**src/design/hscr_map.svh**
```systemverilog
`ifndef HSCR_MAP_SVH
`define HSCR_MAP_SVH

// ----------------------------------------
// command codes
// ----------------------------------------
`define HSCR_CMD_MONITOR_LIMIT 8'hf2
`define HSCR_CMD_BUS_FAULT 8'hf3
`define HSCR_CMD_PIN_POLARITY 8'hf4

// ----------------------------------------
// reset values
// ----------------------------------------
`define HSCR_RST_MONITOR_LIMIT 16'h5572
`define HSCR_RST_BUS_FAULT 16'h00ef
`define HSCR_RST_PIN_POLARITY 16'h009b

// ----------------------------------------
// readable masks (read-only reserved bits return zero)
// ----------------------------------------
`define HSCR_RD_MASK_MONITOR_LIMIT 16'h7f7f
`define HSCR_RD_MASK_BUS_FAULT 16'h3fef
`define HSCR_RD_MASK_PIN_POLARITY 16'hfeff

// ----------------------------------------
// field positions
// ----------------------------------------
`define HSCR_CURRENT_LIMIT_CODE_HI 13
`define HSCR_CURRENT_LIMIT_CODE_LO 10
`define HSCR_VSCALE_BIT 1
`define HSCR_PWRSRC_BIT 0
`define HSCR_FAST_BIT 12
`define HSCR_FLTRST_BIT 7
`define HSCR_PGCLR_BIT 6
`define HSCR_MASSWR_BIT 5
`define HSCR_RTEMP_BIT 2
`define HSCR_DBON_BIT 1
`define HSCR_RBTPOL_BIT 9

`endif

```
**src/design/hscr_pkg.sv**
```systemverilog
package hscr_pkg;
    typedef enum logic [1:0] {
        HSCR_IDLE,
        HSCR_WRITE,
        HSCR_READ
    } hscr_acc_t;
endpackage

```
**src/design/hscr_reg_word.sv**
```systemverilog
`timescale 1ns/1ps
`include "hscr_map.svh"
module hscr_reg_word #(
    parameter logic [15:0] RST_VAL = 16'h0000,
    parameter logic [15:0] RD_MASK = 16'hffff
) (
    input wire logic clk_sys,
    input wire logic rst_n,
    input wire logic wr_en,
    input wire logic [15:0] wr_data,
    output logic [15:0] value_q,
    output logic [15:0] rd_value
);
    logic [15:0] value_d;

    always_comb begin
        value_d = value_q;
        if (wr_en) begin
            value_d = wr_data;
        end
    end

    always_ff @(posedge clk_sys or negedge rst_n) begin
        if (!rst_n) begin
            value_q <= RST_VAL;
        end else begin
            value_q <= value_d;
        end
    end

    assign rd_value = value_q & RD_MASK;
endmodule

```
**src/design/hscr_top.sv**
```systemverilog
`timescale 1ns/1ps
`include "hscr_map.svh"
module hscr_top #(
    parameter int DEBOUNCE_CYCLES = 16
) (
    input wire logic clk_sys,
    input wire logic nrst,
    input wire logic cmd_valid,
    input wire logic cmd_write,
    input wire logic cmd_mass,
    input wire logic [7:0] cmd_code,
    input wire logic [15:0] cmd_wdata,
    input wire logic [15:0] fault_set,
    input wire logic enable_pin,
    input wire logic feedback_good,
    input wire logic gate_good,
    input wire logic drain_good,
    input wire logic fet_on,
    input wire logic [7:0] reboot_pin,
    input wire logic [7:0] gpio_sel_out,
    output logic rsp_valid,
    output logic [15:0] rsp_rdata,
    output logic rsp_ack,
    output logic [3:0] current_limit_code,
    output logic voltage_scale_select,
    output logic power_voltage_source,
    output logic fast_bus_timing,
    output logic remote_sensor_select,
    output logic enable_active,
    output logic [15:0] fault_bits,
    output logic power_good_latch,
    output logic reboot_req,
    output logic [7:0] gpio_pull_low
);
    // ----------------------------------------
    // reset release
    // ----------------------------------------
    logic [1:0] rst_sync_q;
    logic rst_n;
    always_ff @(posedge clk_sys or negedge nrst) begin
        if (!nrst) begin
            rst_sync_q <= 2'h0;
        end else begin
            rst_sync_q <= {rst_sync_q[0], 1'b1};
        end
    end
    assign rst_n = rst_sync_q[1];

    // ----------------------------------------
    // command decode
    // ----------------------------------------
    logic hit_ml, hit_bf, hit_pp, wr_ok;
    logic [15:0] ml_q, bf_q, pp_q, ml_rd, bf_rd, pp_rd;
    hscr_pkg::hscr_acc_t acc;

    always_comb begin
        hit_ml = cmd_code == `HSCR_CMD_MONITOR_LIMIT;
        hit_bf = cmd_code == `HSCR_CMD_BUS_FAULT;
        hit_pp = cmd_code == `HSCR_CMD_PIN_POLARITY;
        wr_ok = cmd_valid && cmd_write && (!cmd_mass || bf_q[`HSCR_MASSWR_BIT]);
        if (!cmd_valid) begin
            acc = hscr_pkg::HSCR_IDLE;
        end else if (cmd_write) begin
            acc = hscr_pkg::HSCR_WRITE;
        end else begin
            acc = hscr_pkg::HSCR_READ;
        end
    end

    // whole-word write; reserved patterns are the host's duty, stored as written
    hscr_reg_word #(.RST_VAL(`HSCR_RST_MONITOR_LIMIT), .RD_MASK(`HSCR_RD_MASK_MONITOR_LIMIT))
        u_ml (.clk_sys(clk_sys), .rst_n(rst_n), .wr_en(wr_ok && hit_ml),
              .wr_data(cmd_wdata), .value_q(ml_q), .rd_value(ml_rd));
    hscr_reg_word #(.RST_VAL(`HSCR_RST_BUS_FAULT), .RD_MASK(`HSCR_RD_MASK_BUS_FAULT))
        u_bf (.clk_sys(clk_sys), .rst_n(rst_n), .wr_en(wr_ok && hit_bf),
              .wr_data(cmd_wdata), .value_q(bf_q), .rd_value(bf_rd));
    hscr_reg_word #(.RST_VAL(`HSCR_RST_PIN_POLARITY), .RD_MASK(`HSCR_RD_MASK_PIN_POLARITY))
        u_pp (.clk_sys(clk_sys), .rst_n(rst_n), .wr_en(wr_ok && hit_pp),
              .wr_data(cmd_wdata), .value_q(pp_q), .rd_value(pp_rd));

    // ----------------------------------------
    // response
    // ----------------------------------------
    logic rsp_valid_d, rsp_ack_d;
    logic [15:0] rsp_rdata_d;
    always_comb begin
        rsp_valid_d = 1'b0;
        rsp_ack_d = 1'b0;
        rsp_rdata_d = 16'h0000;
        case (acc)
            hscr_pkg::HSCR_WRITE: begin
                rsp_valid_d = 1'b1;
                rsp_ack_d = wr_ok && (hit_ml || hit_bf || hit_pp);
            end
            hscr_pkg::HSCR_READ: begin
                rsp_valid_d = 1'b1;
                rsp_ack_d = hit_ml || hit_bf || hit_pp;
                if (hit_ml) begin
                    rsp_rdata_d = ml_rd;
                end else if (hit_bf) begin
                    rsp_rdata_d = bf_rd;
                end else if (hit_pp) begin
                    rsp_rdata_d = pp_rd;
                end
            end
            default: begin
                rsp_valid_d = 1'b0;
            end
        endcase
    end

    // ----------------------------------------
    // pin synchronisers: three stages, change once stages 2 and 3 agree
    // ----------------------------------------
    logic [9:0] s1_q, s2_q, s3_q, pin_q, pin_d;
    always_comb begin
        pin_d = pin_q;
        for (int i = 0; i < 10; i++) begin
            if (s2_q[i] == s3_q[i]) begin
                pin_d[i] = s3_q[i];
            end
        end
    end
    always_ff @(posedge clk_sys or negedge rst_n) begin
        if (!rst_n) begin
            s1_q <= 10'h000;
            s2_q <= 10'h000;
            s3_q <= 10'h000;
            pin_q <= 10'h000;
        end else begin
            s1_q <= {feedback_good, enable_pin, reboot_pin};
            s2_q <= s1_q;
            s3_q <= s2_q;
            pin_q <= pin_d;
        end
    end

    // ----------------------------------------
    // enable debounce, fault clear, power-good, reboot edge
    // ----------------------------------------
    logic [15:0] db_cnt_q, db_cnt_d;
    logic en_q, en_d, pg_q, pg_d, rbt_q, rbt_d, rbt_prev_q;
    logic [15:0] flt_q, flt_d;
    logic [7:0] rbt_sel_pin;
    assign rbt_sel_pin = pin_q[7:0];

    always_comb begin
        db_cnt_d = db_cnt_q;
        en_d = en_q;
        if (!bf_q[`HSCR_DBON_BIT]) begin
            en_d = pin_q[8];
            db_cnt_d = 16'h0000;
        end else if (pin_q[8] == en_q) begin
            db_cnt_d = 16'h0000;
        end else if (db_cnt_q >= 16'(DEBOUNCE_CYCLES - 1)) begin
            en_d = pin_q[8];
            db_cnt_d = 16'h0000;
        end else begin
            db_cnt_d = db_cnt_q + 16'h0001;
        end
        flt_d = flt_q;
        if (en_d && !en_q && bf_q[`HSCR_FLTRST_BIT]) begin
            flt_d = 16'h0000;
        end
        flt_d = flt_d | fault_set; // new faults win over clear
        pg_d = pg_q;
        if (bf_q[`HSCR_PGCLR_BIT] ? !pin_q[9] : !fet_on) begin
            pg_d = 1'b0;
        end else if (pin_q[9] && gate_good && drain_good) begin
            pg_d = 1'b1;
        end
        rbt_d = pp_q[`HSCR_RBTPOL_BIT] ? (rbt_prev_q && !(|rbt_sel_pin))
                                       : (!rbt_prev_q && (|rbt_sel_pin));
    end

    always_ff @(posedge clk_sys or negedge rst_n) begin
        if (!rst_n) begin
            db_cnt_q <= 16'h0000;
            en_q <= 1'b0;
            flt_q <= 16'h0000;
            pg_q <= 1'b0;
            rbt_q <= 1'b0;
            rbt_prev_q <= 1'b0;
        end else begin
            db_cnt_q <= db_cnt_d;
            en_q <= en_d;
            flt_q <= flt_d;
            pg_q <= pg_d;
            rbt_q <= rbt_d;
            rbt_prev_q <= |rbt_sel_pin;
        end
    end

    // ----------------------------------------
    // registered outputs
    // ----------------------------------------
    always_ff @(posedge clk_sys or negedge rst_n) begin
        if (!rst_n) begin
            rsp_valid <= 1'b0;
            rsp_ack <= 1'b0;
            rsp_rdata <= 16'h0000;
            current_limit_code <= 4'h0;
            voltage_scale_select <= 1'b0;
            power_voltage_source <= 1'b0;
            fast_bus_timing <= 1'b0;
            remote_sensor_select <= 1'b0;
            gpio_pull_low <= 8'h00;
        end else begin
            rsp_valid <= rsp_valid_d;
            rsp_ack <= rsp_ack_d;
            rsp_rdata <= rsp_rdata_d;
            current_limit_code <= ml_q[`HSCR_CURRENT_LIMIT_CODE_HI:`HSCR_CURRENT_LIMIT_CODE_LO];
            voltage_scale_select <= ml_q[`HSCR_VSCALE_BIT];
            power_voltage_source <= ml_q[`HSCR_PWRSRC_BIT];
            fast_bus_timing <= bf_q[`HSCR_FAST_BIT];
            remote_sensor_select <= bf_q[`HSCR_RTEMP_BIT];
            gpio_pull_low <= ~(gpio_sel_out ^ pp_q[7:0]);
        end
    end
    assign enable_active = en_q;
    assign fault_bits = flt_q;
    assign power_good_latch = pg_q;
    assign reboot_req = rbt_q;

    // ----------------------------------------
    // checks
    // ----------------------------------------
    property p_mass_block;
        @(posedge clk_sys) disable iff (!rst_n)
        cmd_valid && cmd_write && cmd_mass && !bf_q[`HSCR_MASSWR_BIT] |=>
            $stable(ml_q) && $stable(bf_q) && $stable(pp_q);
    endproperty
    a_mass_block: assert property (p_mass_block) else $error("mass write landed");
    property p_write_lands;
        @(posedge clk_sys) disable iff (!rst_n)
        cmd_valid && cmd_write && !cmd_mass && hit_bf |=> bf_q == $past(cmd_wdata);
    endproperty
    a_write_lands: assert property (p_write_lands) else $error("write lost");
    property p_rd_zero;
        @(posedge clk_sys) disable iff (!rst_n)
        cmd_valid && !cmd_write && hit_ml |=> rsp_rdata[15] == 1'b0 && rsp_rdata[7] == 1'b0;
    endproperty
    a_rd_zero: assert property (p_rd_zero) else $error("reserved bit read set");
    property p_current_limit_code;
        @(posedge clk_sys) disable iff (!rst_n)
        $past(rst_n) |-> current_limit_code == $past(ml_q[13:10]);
    endproperty
    a_current_limit_code: assert property (p_current_limit_code) else $error("limit code mismatch");
    property p_range;
        @(posedge clk_sys) disable iff (!rst_n)
        $past(rst_n) |-> voltage_scale_select == $past(ml_q[1]) &&
            power_voltage_source == $past(ml_q[0]);
    endproperty
    a_range: assert property (p_range) else $error("range or source mismatch");
    property p_fast;
        @(posedge clk_sys) disable iff (!rst_n)
        $past(rst_n) |-> fast_bus_timing == $past(bf_q[12]) &&
            remote_sensor_select == $past(bf_q[2]);
    endproperty
    a_fast: assert property (p_fast) else $error("timing or sensor mismatch");
    property p_fault_clr;
        @(posedge clk_sys) disable iff (!rst_n)
        en_d && !en_q && bf_q[7] && fault_set == 16'h0000 |=> fault_bits == 16'h0000;
    endproperty
    a_fault_clr: assert property (p_fault_clr) else $error("faults not cleared");
    property p_pg_clear;
        @(posedge clk_sys) disable iff (!rst_n)
        bf_q[6] && !pin_q[9] |=> !power_good_latch;
    endproperty
    a_pg_clear: assert property (p_pg_clear) else $error("good latch not cleared");
    property p_pull;
        @(posedge clk_sys) disable iff (!rst_n)
        $past(rst_n) |-> gpio_pull_low == ~($past(gpio_sel_out) ^ $past(pp_q[7:0]));
    endproperty
    a_pull: assert property (p_pull) else $error("pin pull mismatch");
    c_write: cover property (@(posedge clk_sys) cmd_valid && cmd_write && rsp_ack_d);
    c_pg: cover property (@(posedge clk_sys) $rose(power_good_latch));
    c_reboot: cover property (@(posedge clk_sys) reboot_req);
endmodule

```
**config.mk**
```make
export PLATFORM = sky130hd
export DESIGN_NAME = hscr_top
export DESIGN_NICKNAME = d
export VERILOG_FILES = /design/src/design/hscr_pkg.sv /design/src/design/hscr_reg_word.sv /design/src/design/hscr_top.sv
export VERILOG_INCLUDE_DIRS = /design/src /design/src/design
export SDC_FILE = /design/constraint.sdc
export NUM_CORES = 1
export LEC_CHECK = 0
export BUFFER_PORTS_ARGS = -buffer_cell sky130_fd_sc_hd__clkbuf_2
export CAP_MARGIN = 20
export CORE_ASPECT_RATIO = 1.5
export CORE_UTILIZATION = 45
export CTS_CLUSTER_DIAMETER = 30
export DETAILED_ROUTE_END_ITERATION = 8
export GPL_TIMING_DRIVEN = 0
export PLACE_DENSITY = 0.66
export RECOVER_POWER = 25
export REMOVE_ABC_BUFFERS = 1
export SETUP_SLACK_MARGIN = 0.4
export SLEW_MARGIN = 20
export SYNTH_ARGS = -nofsm -noshare
export SYNTH_HDL_FRONTEND = slang
export SYNTH_SLANG_ARGS = --single-unit
```
**constraint.sdc**
```tcl
create_clock -name clk_sys -period 8.4 [get_ports clk_sys]
set_clock_uncertainty 0.1 [all_clocks]
set_input_delay 1.26 -clock clk_sys [delete_from_list [all_inputs] [get_ports clk_sys]]
set_output_delay 1.26 -clock clk_sys [all_outputs]
set_load 0.05 [all_outputs]
```
=== After elaboration in Yosys (flattened, before gate mapping) ===
Index checks and enable logic that the tools add are counted.

* $add $sub $neg: 1
* $lt $le $gt $ge: 1
* Equality and inequality tests: 16
* Multiplexer cells: 19
* Bitwise gates (word level): 3
* Reduce and logical (&&, ||, !) cells: 24

{| class="wikitable"
|+ Operators with widths
! kind !! number
|-
| two-way mux 16 bit || 8
|-
| equality test 8 bit, second input constant || 3
|-
| adder 16 x 1 -> 16 bit, second input constant || 1
|-
| >= comparator 16 x 4 -> 1 bit, second input constant || 1
|-
| bitwise OR 16 bit || 1
|-
| logical AND 1 bit || 12
|-
| equality test 1 bit || 11
|-
| two-way mux 1 bit || 8
|-
| NOT 8 bit || 1
|-
| OR reduction 8 bit || 1
|-
| XOR 8 bit || 1
|-
| logical NOT 1 bit || 6
|-
| two-way mux 2 bit || 2
|-
| logical OR 1 bit || 3
|-
| equality test 2 x 1 -> 1 bit, second input constant || 1
|-
| equality test 2 bit, second input constant || 1
|-
| one-hot mux 1 bit (2 select lines) || 1
|-
| nonzero test 2 bit || 1
|-
| OR reduction 2 bit || 1
|}

* Register bits: 157
* Bits of input ports: 66
* Output and inout port bits: 53
* Word-level logic and storage cells: 96

=== Depth between registers and ports, before layout ===
Gate-level depths: netlist of the first run.

* Depth after elaboration: 8
* Gate-level depth with buffers: 6
* Gate-level depth less buffers: 5

=== By module ===
A second synthesis of the first run with hierarchy kept.

* Cells, all modules: 444
* Area total of the unflattened synthesis: 6185.9 µm²

{| class="wikitable"
|+ By module, submodules not included
! module !! instances !! cells an instance !! area an instance (µm²) !! sequential area each (µm²)
|-
| hscr_top || 1 || 291 || 3841.2 || 2802.7
|-
| hscr_reg_word (u_ml) || 1 || 51 || 783.3 || 410.4
|-
| hscr_reg_word (u_bf) || 1 || 51 || 782.0 || 409.1
|-
| hscr_reg_word (u_pp) || 1 || 51 || 779.5 || 406.6
|}

=== Least setup slack after synthesis of the first run ===
No wires, ideal clock.

* Path type: input port to flip-flop
* From: in cmd_code[3]
* To: reg u_pp.value_q[10]
* Setup time: 125 ps
* Arrival: 2564 ps
* Required time: 8175 ps
* Path slack: 5611 ps
* Stages: 5
* Buffers on the path: 1
* Path through: and4b_1 -> o2111ai_1 -> nor2_1 -> buf_4 -> mux2_2

* Cells in the longest elaborated chain, start to end: 2

{| class="wikitable"
|+ Ends and longest elaborated chain
! item !! line !! text
|-
| start: declaration || hscr_top.sv:11 || <nowiki>input wire logic [7:0] cmd_code,</nowiki>
|-
| equality test 8 bit (no line) || -- ||
|-
| logical AND 1 bit || hscr_top.sv:78 || <nowiki>u_pp (.clk_sys(clk_sys), .rst_n(rst_n), .wr_en(wr_ok && hit_pp),</nowiki>
|-
| end signal: assignment || hscr_reg_word.sv:27 || <nowiki>value_q <= value_d;</nowiki>
|-
| end: declaration || hscr_reg_word.sv:11 || <nowiki>output logic [15:0] value_q,</nowiki>
|}

Every way passes these cells.
A chain may end at the register's enable or synchronous reset.

=== Worst setup path after layout of the first run ===
* From: in cmd_code[0]
* To: reg u_pp.value_q[6]

Same word-level chain as after synthesis.

==> qor.txt, run 1 <==
Largest buffer count on any clock path: 2
Via count: 3,030
WP data arrival: 3.25 ns
Slew Limit Headroom: -39.8%
Hold WC Path Type: flop to flop
Crit path cell chain: clkbuf_2 > nor3b_4 > inv_1 > nor2_2 > buf_6 > mux2_2
Iteration-0 DRC Markers: 118
CTS tree: yes
Min Tclk post-route: 3.06 ns
Setup_tns: 0 ns
FF/Latch Area: 0.00388 mm^2
RSZ-0062 raised after global routing: false
ANT nets after route: 0
WL final: 9.68 mm
Top cells by area, synth: dfrtp_1 64%, dfstp_2 10%, mux2_2 9.2%, a21o_1 2.3%, maj3_1 1.9%
WL/cell: 15.4 um
Worst Path Required: 8.59 ns
Core Region: 0.0115 mm^2
GRT Util Overall: 17.4%
Setup CP Type: primary input to flop
Worst slew pin tran: 2.10 ns
Share of layout cells above drive strength 1: 45.0%
Final Hold Vio Count: 0
H-tree levels: 4
Synth Warn #: 0
Later-pin clock latency in the skew report: 0.41 ns
CTS Hold Bufs: 0
CP Capture Type: flop
ANT cells: 0
Failing checks: capacitance limit, slew limit
Share of the synthesized area in the top cell type: 63.7%
Power Dens Cells: 237 mW/mm^2
Post CTS Setup Buffer Count: 0
Routability Congestion: 0.684
Kind of cell adding the most delay to the critical path: simple AND/OR/NAND/NOR gates
Sequential area share after synthesis: 73.7%
Global-route wire length before repair: 16.2 mm
Residual DRC count: 0
Synth Area per Inst: 16.2 um^2
P_leak: 0.00309 uW
Detail Placement HPWL: 6.59 mm
Max VDD drop: 0.119 mV
Power, Total: 1590 uW
DRT Pass-1 Iters: 4
Outcome: finished, violations left
F_max: 327 MHz
Chip width: 90.3 um
Vias/cell: 4.81
Slew Viols, Final: 50
Largest net degree at the start of global routing: 53
Critical path buffers and inverters: 3
Initial antenna violation count: 0
Fin crit share: 36.4%
Yosys reg bits: 154
Post-cts resize count: 0
Cell accounting for the most synthesized area: dfrtp_1
Mapped cell area: 0.00526 mm^2
Synth-to-layout area growth: 27.4%
CTS Sinks: 154
Multi-input logic area: 0.00138 mm^2
Unique masters post-synth: 39
CP Launch Type: primary input
Die Ht: 134 um
GRT overflow: 0
Layout Nets: 534
Initial core utilization: 45.9%
Critical Path Max Stage Delay: 0.76 ns
# IOs: 119
Root buffer cell: clkbuf_16
Clock slew at reported path FFs: 0.06 ns
Die area: 0.0121 mm^2
Total of max-cap violations: 1
CTS buffer count: 17
Std-Cell Rows: 48
Final setup fails: 0
Post-Synthesis Cells: 325
Crit-path max FO: 17
Layout fillers: 958
Vias in the first global route: 3,258
Port buffer count: 118
Crit path max-delay cell type: nor3b_4
## through the flow
stage          worst slack, ns  utilization [%]  hold WS (ns)  cells  area, um^2
5_1_grt                   5.27             58.5         0.250    630        6710
4_1_cts                   5.36             58.5         0.249    630        6710
3_3_place_gp              2.35             52.7         0.233    595        6040
3_5_place_dp              4.93             53.4         0.236    598        6120
2_1_floorplan             3.73                -         0.231    327        5260
6_report                  5.34             58.5         0.247    630        6710
## power breakdown
group	switching [uW]	internal, uW
Combinational	41.3	27.3
Clock	294	449
Sequential	15.5	766
Total	351	1240
## Yosys cell counts
cell and number:
a21o_1 16, nand2_1 9, buf_4 1, nor3_1 5, nor3b_2 1, conb_1 2, a32o_1 2, or4b_4 1
o2bb2ai_1 10, a31oi_1 1, o2111ai_1 1, a22oi_1 12, buf_2 4, or3_1 1, and4b_1 1, dfrtp_1 134
o211ai_1 1, o31ai_4 1, mux2_4 1, maj3_1 10, and3_1 1, nor2_1 10, xor2_1 1, and2_1 2
inv_1 4, o21ai_0 1, nand3b_1 2, nand2b_1 1, nand3_1 2, nor2b_1 1, ha_1 1, mux2_2 43
and3b_1 1, dfstp_2 20, nor4_1 3, nor3b_1 1, xnor2_1 10, clkbuf_1 4, a21oi_1 3
## registers in the layout (all words and copies together) (netlist names), 8 cells and up
register / cells
s1_q: 10
fault_bits: 16
db_cnt_q: 16
u_pp.value_q: 15
s2_q: 10
s3_q: 10
gpio_pull_low: 8
u_ml.value_q: 14
u_bf.value_q: 13
rsp_rdata: 16
pin_q: 10
## cell families (layout without fill, tap and decap cells)
group	count (synthesis)	in the layout	share of synthesized area, %
adders and majority gates	11	11	2.14
and+or+nand+nor	42	42	4.37
AOI/OAI and AO/OA	48	48	7.25
muxes	44	44	9.48
other	2	13	0.143
DFF	154	154	73.7
xor gates and xnor gates	11	11	1.83
buffers and inverters	13	157	1.09
## per-layer routing
layer	vias up	global-route usage, %	part of all wire, %
li1	1413	-	-
met1	1528	21.4	42
met2	77	28.8	53
met3	12	4.17	3.6
met4	0	8.87	1.8
met5	-	0	0
## final timing paths
path | endpoint | cells after the start | slack [ns] | from
max | u_pp.value_q[6]$_DFFE_PN0P_ | 6 | 5.34 | cmd_code[0]
min | s2_q[1]$_DFF_PN0_ | 0 | 0.25 | s1_q[1]$_DFF_PN0_
max reg2reg | s2_q[0]$_DFF_PN0_ | 0 | 6.20 | rst_sync_q[1]$_DFF_PN0_
min reg2reg | s2_q[1]$_DFF_PN0_ | 0 | 0.25 | s1_q[1]$_DFF_PN0_
max in group asynchronous | s2_q[0]$_DFF_PN0_ | 0 | 6.20 | rst_sync_q[1]$_DFF_PN0_
min in group asynchronous | rst_sync_q[1]$_DFF_PN0_ | 1 | 0.52 | nrst
## layout make-up
class                      count  area share, %
clock inverter                12           2.11
multi-input combinational    169           20.6
inverter                       4          0.224
tap                          150           2.80
clock buffer                  20           6.66
sequential                   154           57.8
timing repair buffer         121           9.77
## layout by cell type, fill, tap and decap left out, types with 4 or more instances in the layout
master,synthesis,layout
dfrtp_1,134,134
clkbuf_2,0,117
clkbuf_16,0,17
mux2_2,43,43
maj3_1,10,10
nor2_1,10,7
nand2_1,9,9
conb_1,2,13
dfstp_2,20,16
dfstp_1,0,4
a22oi_1,12,12
clkinvlp_4,0,5
a21o_1,16,16
nor3_1,5,5
inv_1,4,4
o2bb2ai_1,10,10
xnor2_1,10,10
Power figures use the tool's default switching activity.
==> run 2: changes to the inputs <==
==> constraint.sdc (replaced) <==
create_clock -name clk_sys -period 3.1 [get_ports clk_sys]
set_clock_uncertainty 0.1 [all_clocks]
set_input_delay 0.465 -clock clk_sys [delete_from_list [all_inputs] [get_ports clk_sys]]
set_output_delay 0.465 -clock clk_sys [all_outputs]
set_load 0.05 [all_outputs]
==> run 2 against run 1 <==
Net effect:
- the flow still finishes with violations (capacitance limit, slew limit)
- global-route usage hardly changed
- setup slack worse by 4.5 ns
- sequential cell count unchanged
- combinational power grew to 2.7 times the previous value
- design area up 0.11%
- via count grew 0.33%
- non-clock buffer count rose by 1
- cell count up 0.16%
- critical path depth unchanged
- clock power grew to 2.7 times the previous value
- critical path type unchanged
- critical endpoint unchanged
- highest routed layer unchanged
==> qor.txt, run 2 (same netlist as run 1, synthesis figures left out) <==
Hold Crit Depth: 1
Chip width: 90.3 um
Clock slew at reported path FFs: 0.06 ns
Kind of cell adding the most delay to the critical path: simple AND/OR/NAND/NOR gates
P_leak: 0.00309 uW
F_max: 442 MHz
Via count: 3,040
GRT overflow: 0
Layout Nets: 535
Global-route wire length before repair: 16.2 mm
# IOs: 119
Crit path cell chain: clkbuf_2 > nor3b_4 > inv_1 > nor2_2 > buf_6 > mux2_2
Iteration-0 DRC Markers: 110
FF/Latch Area: 0.00388 mm^2
ANT cells: 0
Commonest non-fill, non-tap cell in the layout: dfrtp_1
WL final: 9.70 mm
Die Ht: 134 um
Crit path max-delay cell type: nor3b_4
Routability Congestion: 0.684
Largest net degree at the start of global routing: 53
Largest buffer count on any clock path: 2
Critical Path Max Stage Delay: 0.76 ns
WL/cell: 15.4 um
Residual DRC count: 0
Std-Cell Rows: 48
DRT Pass-1 Iters: 4
Max VDD drop: 0.321 mV
Final Hold Vio Count: 0
Hold WC Path Type: primary input to flop
Later-pin clock latency in the skew report: 0.40 ns
CP Capture Type: flop
Port buffer count: 118
Power Dens Cells: 642 mW/mm^2
WP data arrival: 2.45 ns
Outcome: finished, violations left
CTS buffer count: 17
Worst Path Required: 3.29 ns
GRT Util Overall: 17.5%
Fin crit share: 73.0%
Synth-to-layout area growth: 27.6%
Root buffer cell: clkbuf_16
Critical path buffers and inverters: 3
Min Tclk post-route: 2.26 ns
Crit-path max FO: 17
Setup CP Type: primary input to flop
Share of layout cells above drive strength 1: 43.2%
Worst slew pin tran: 2.10 ns
Layout fillers: 958
Initial antenna violation count: 0
Final setup fails: 0
CTS Sinks: 154
Vias in the first global route: 3,263
Commonest cells after routing, fill and taps aside: 134 x dfrtp_1, 115 x clkbuf_2, 43 x mux2_2, 17 x clkbuf_16, 16 x a21o_1
Power, Total: 4310 uW
CP Depth: 6
ANT nets after route: 0
Final hold slack: 0.0629 ns
Pre-CTS setup slack: 0.427 ns
RSZ-0062 raised after global routing: false
Initial core utilization: 45.9%
Die area: 0.0121 mm^2
Multi-input logic area: 0.00138 mm^2
Setup slack after layout: 0.837 ns
CTS tree: yes
Worst-case reg-to-reg path depth: 0
Total of max-cap violations: 1
Core Region: 0.0115 mm^2
Slew Limit Headroom: -39.7%
Slew Viols, Final: 50
Failing checks: capacitance limit, slew limit
CP Launch Type: primary input
H-tree levels: 4
Detail Placement HPWL: 6.59 mm
Vias/cell: 4.82
==> run 2: where the power goes <==
group / internal, uW / switching [uW]
registers: 2070 / 41.9
logic: 74.5 / 112
clock network: 1220 / 797
total: 3360 / 950
==> run 2: layout make-up <==
type	instances	area share (%)
clock buffer	20	6.65
clock inverter	12	2.11
inverter	4	0.224
multi-input combinational	169	20.6
sequential	154	57.8
tap	150	2.79
timing repair buffer	122	9.88
==> run 2: final timing paths <==
| check | startpoint | slack [ns] | end |
|---|---|---|---|
| worst min register to register | s1_q[1]$_DFF_PN0_ | 0.25 | s2_q[1]$_DFF_PN0_ |
| worst max register to register | rst_sync_q[1]$_DFF_PN0_ | 0.90 | s2_q[0]$_DFF_PN0_ |
| max in group asynchronous | rst_sync_q[1]$_DFF_PN0_ | 0.90 | s2_q[0]$_DFF_PN0_ |
| worst max-delay path | cmd_code[0] | 0.84 | u_pp.value_q[6]$_DFFE_PN0P_ |
| worst min-delay path | feedback_good | 0.06 | s1_q[9]$_DFF_PN0_ |
| min in group asynchronous | nrst | 0.29 | rst_sync_q[1]$_DFF_PN0_ |
==> run 2: per-layer routing <==
metal	part of all wire, %	GRT usage, %	wire length [um]
met4	1.6	8.87	156
met3	3.4	4.17	332
met2	53	28.9	5150
met5	0	0	0
met1	42	21.4	4070
==> run 2: per-stage QoR <==
step,cells,area [um^2],TNS (ns),utilization (%)
after floorplan,327,5260,-215.56,-
after global placement,595,6040,-423.82,52.7
after detailed placement,598,6120,0,53.4
after CTS,631,6720,0,58.6
after global routing,631,6720,0,58.5
final,631,6720,0,58.5
==> run 2: timing repair <==
action                                  CTS  global route
hold endpoints to repair                  2             0
gates resized for setup                   0             0
buffers inserted                          0             0
endpoints found under the setup margin    0             0
hold buffers                              1             0
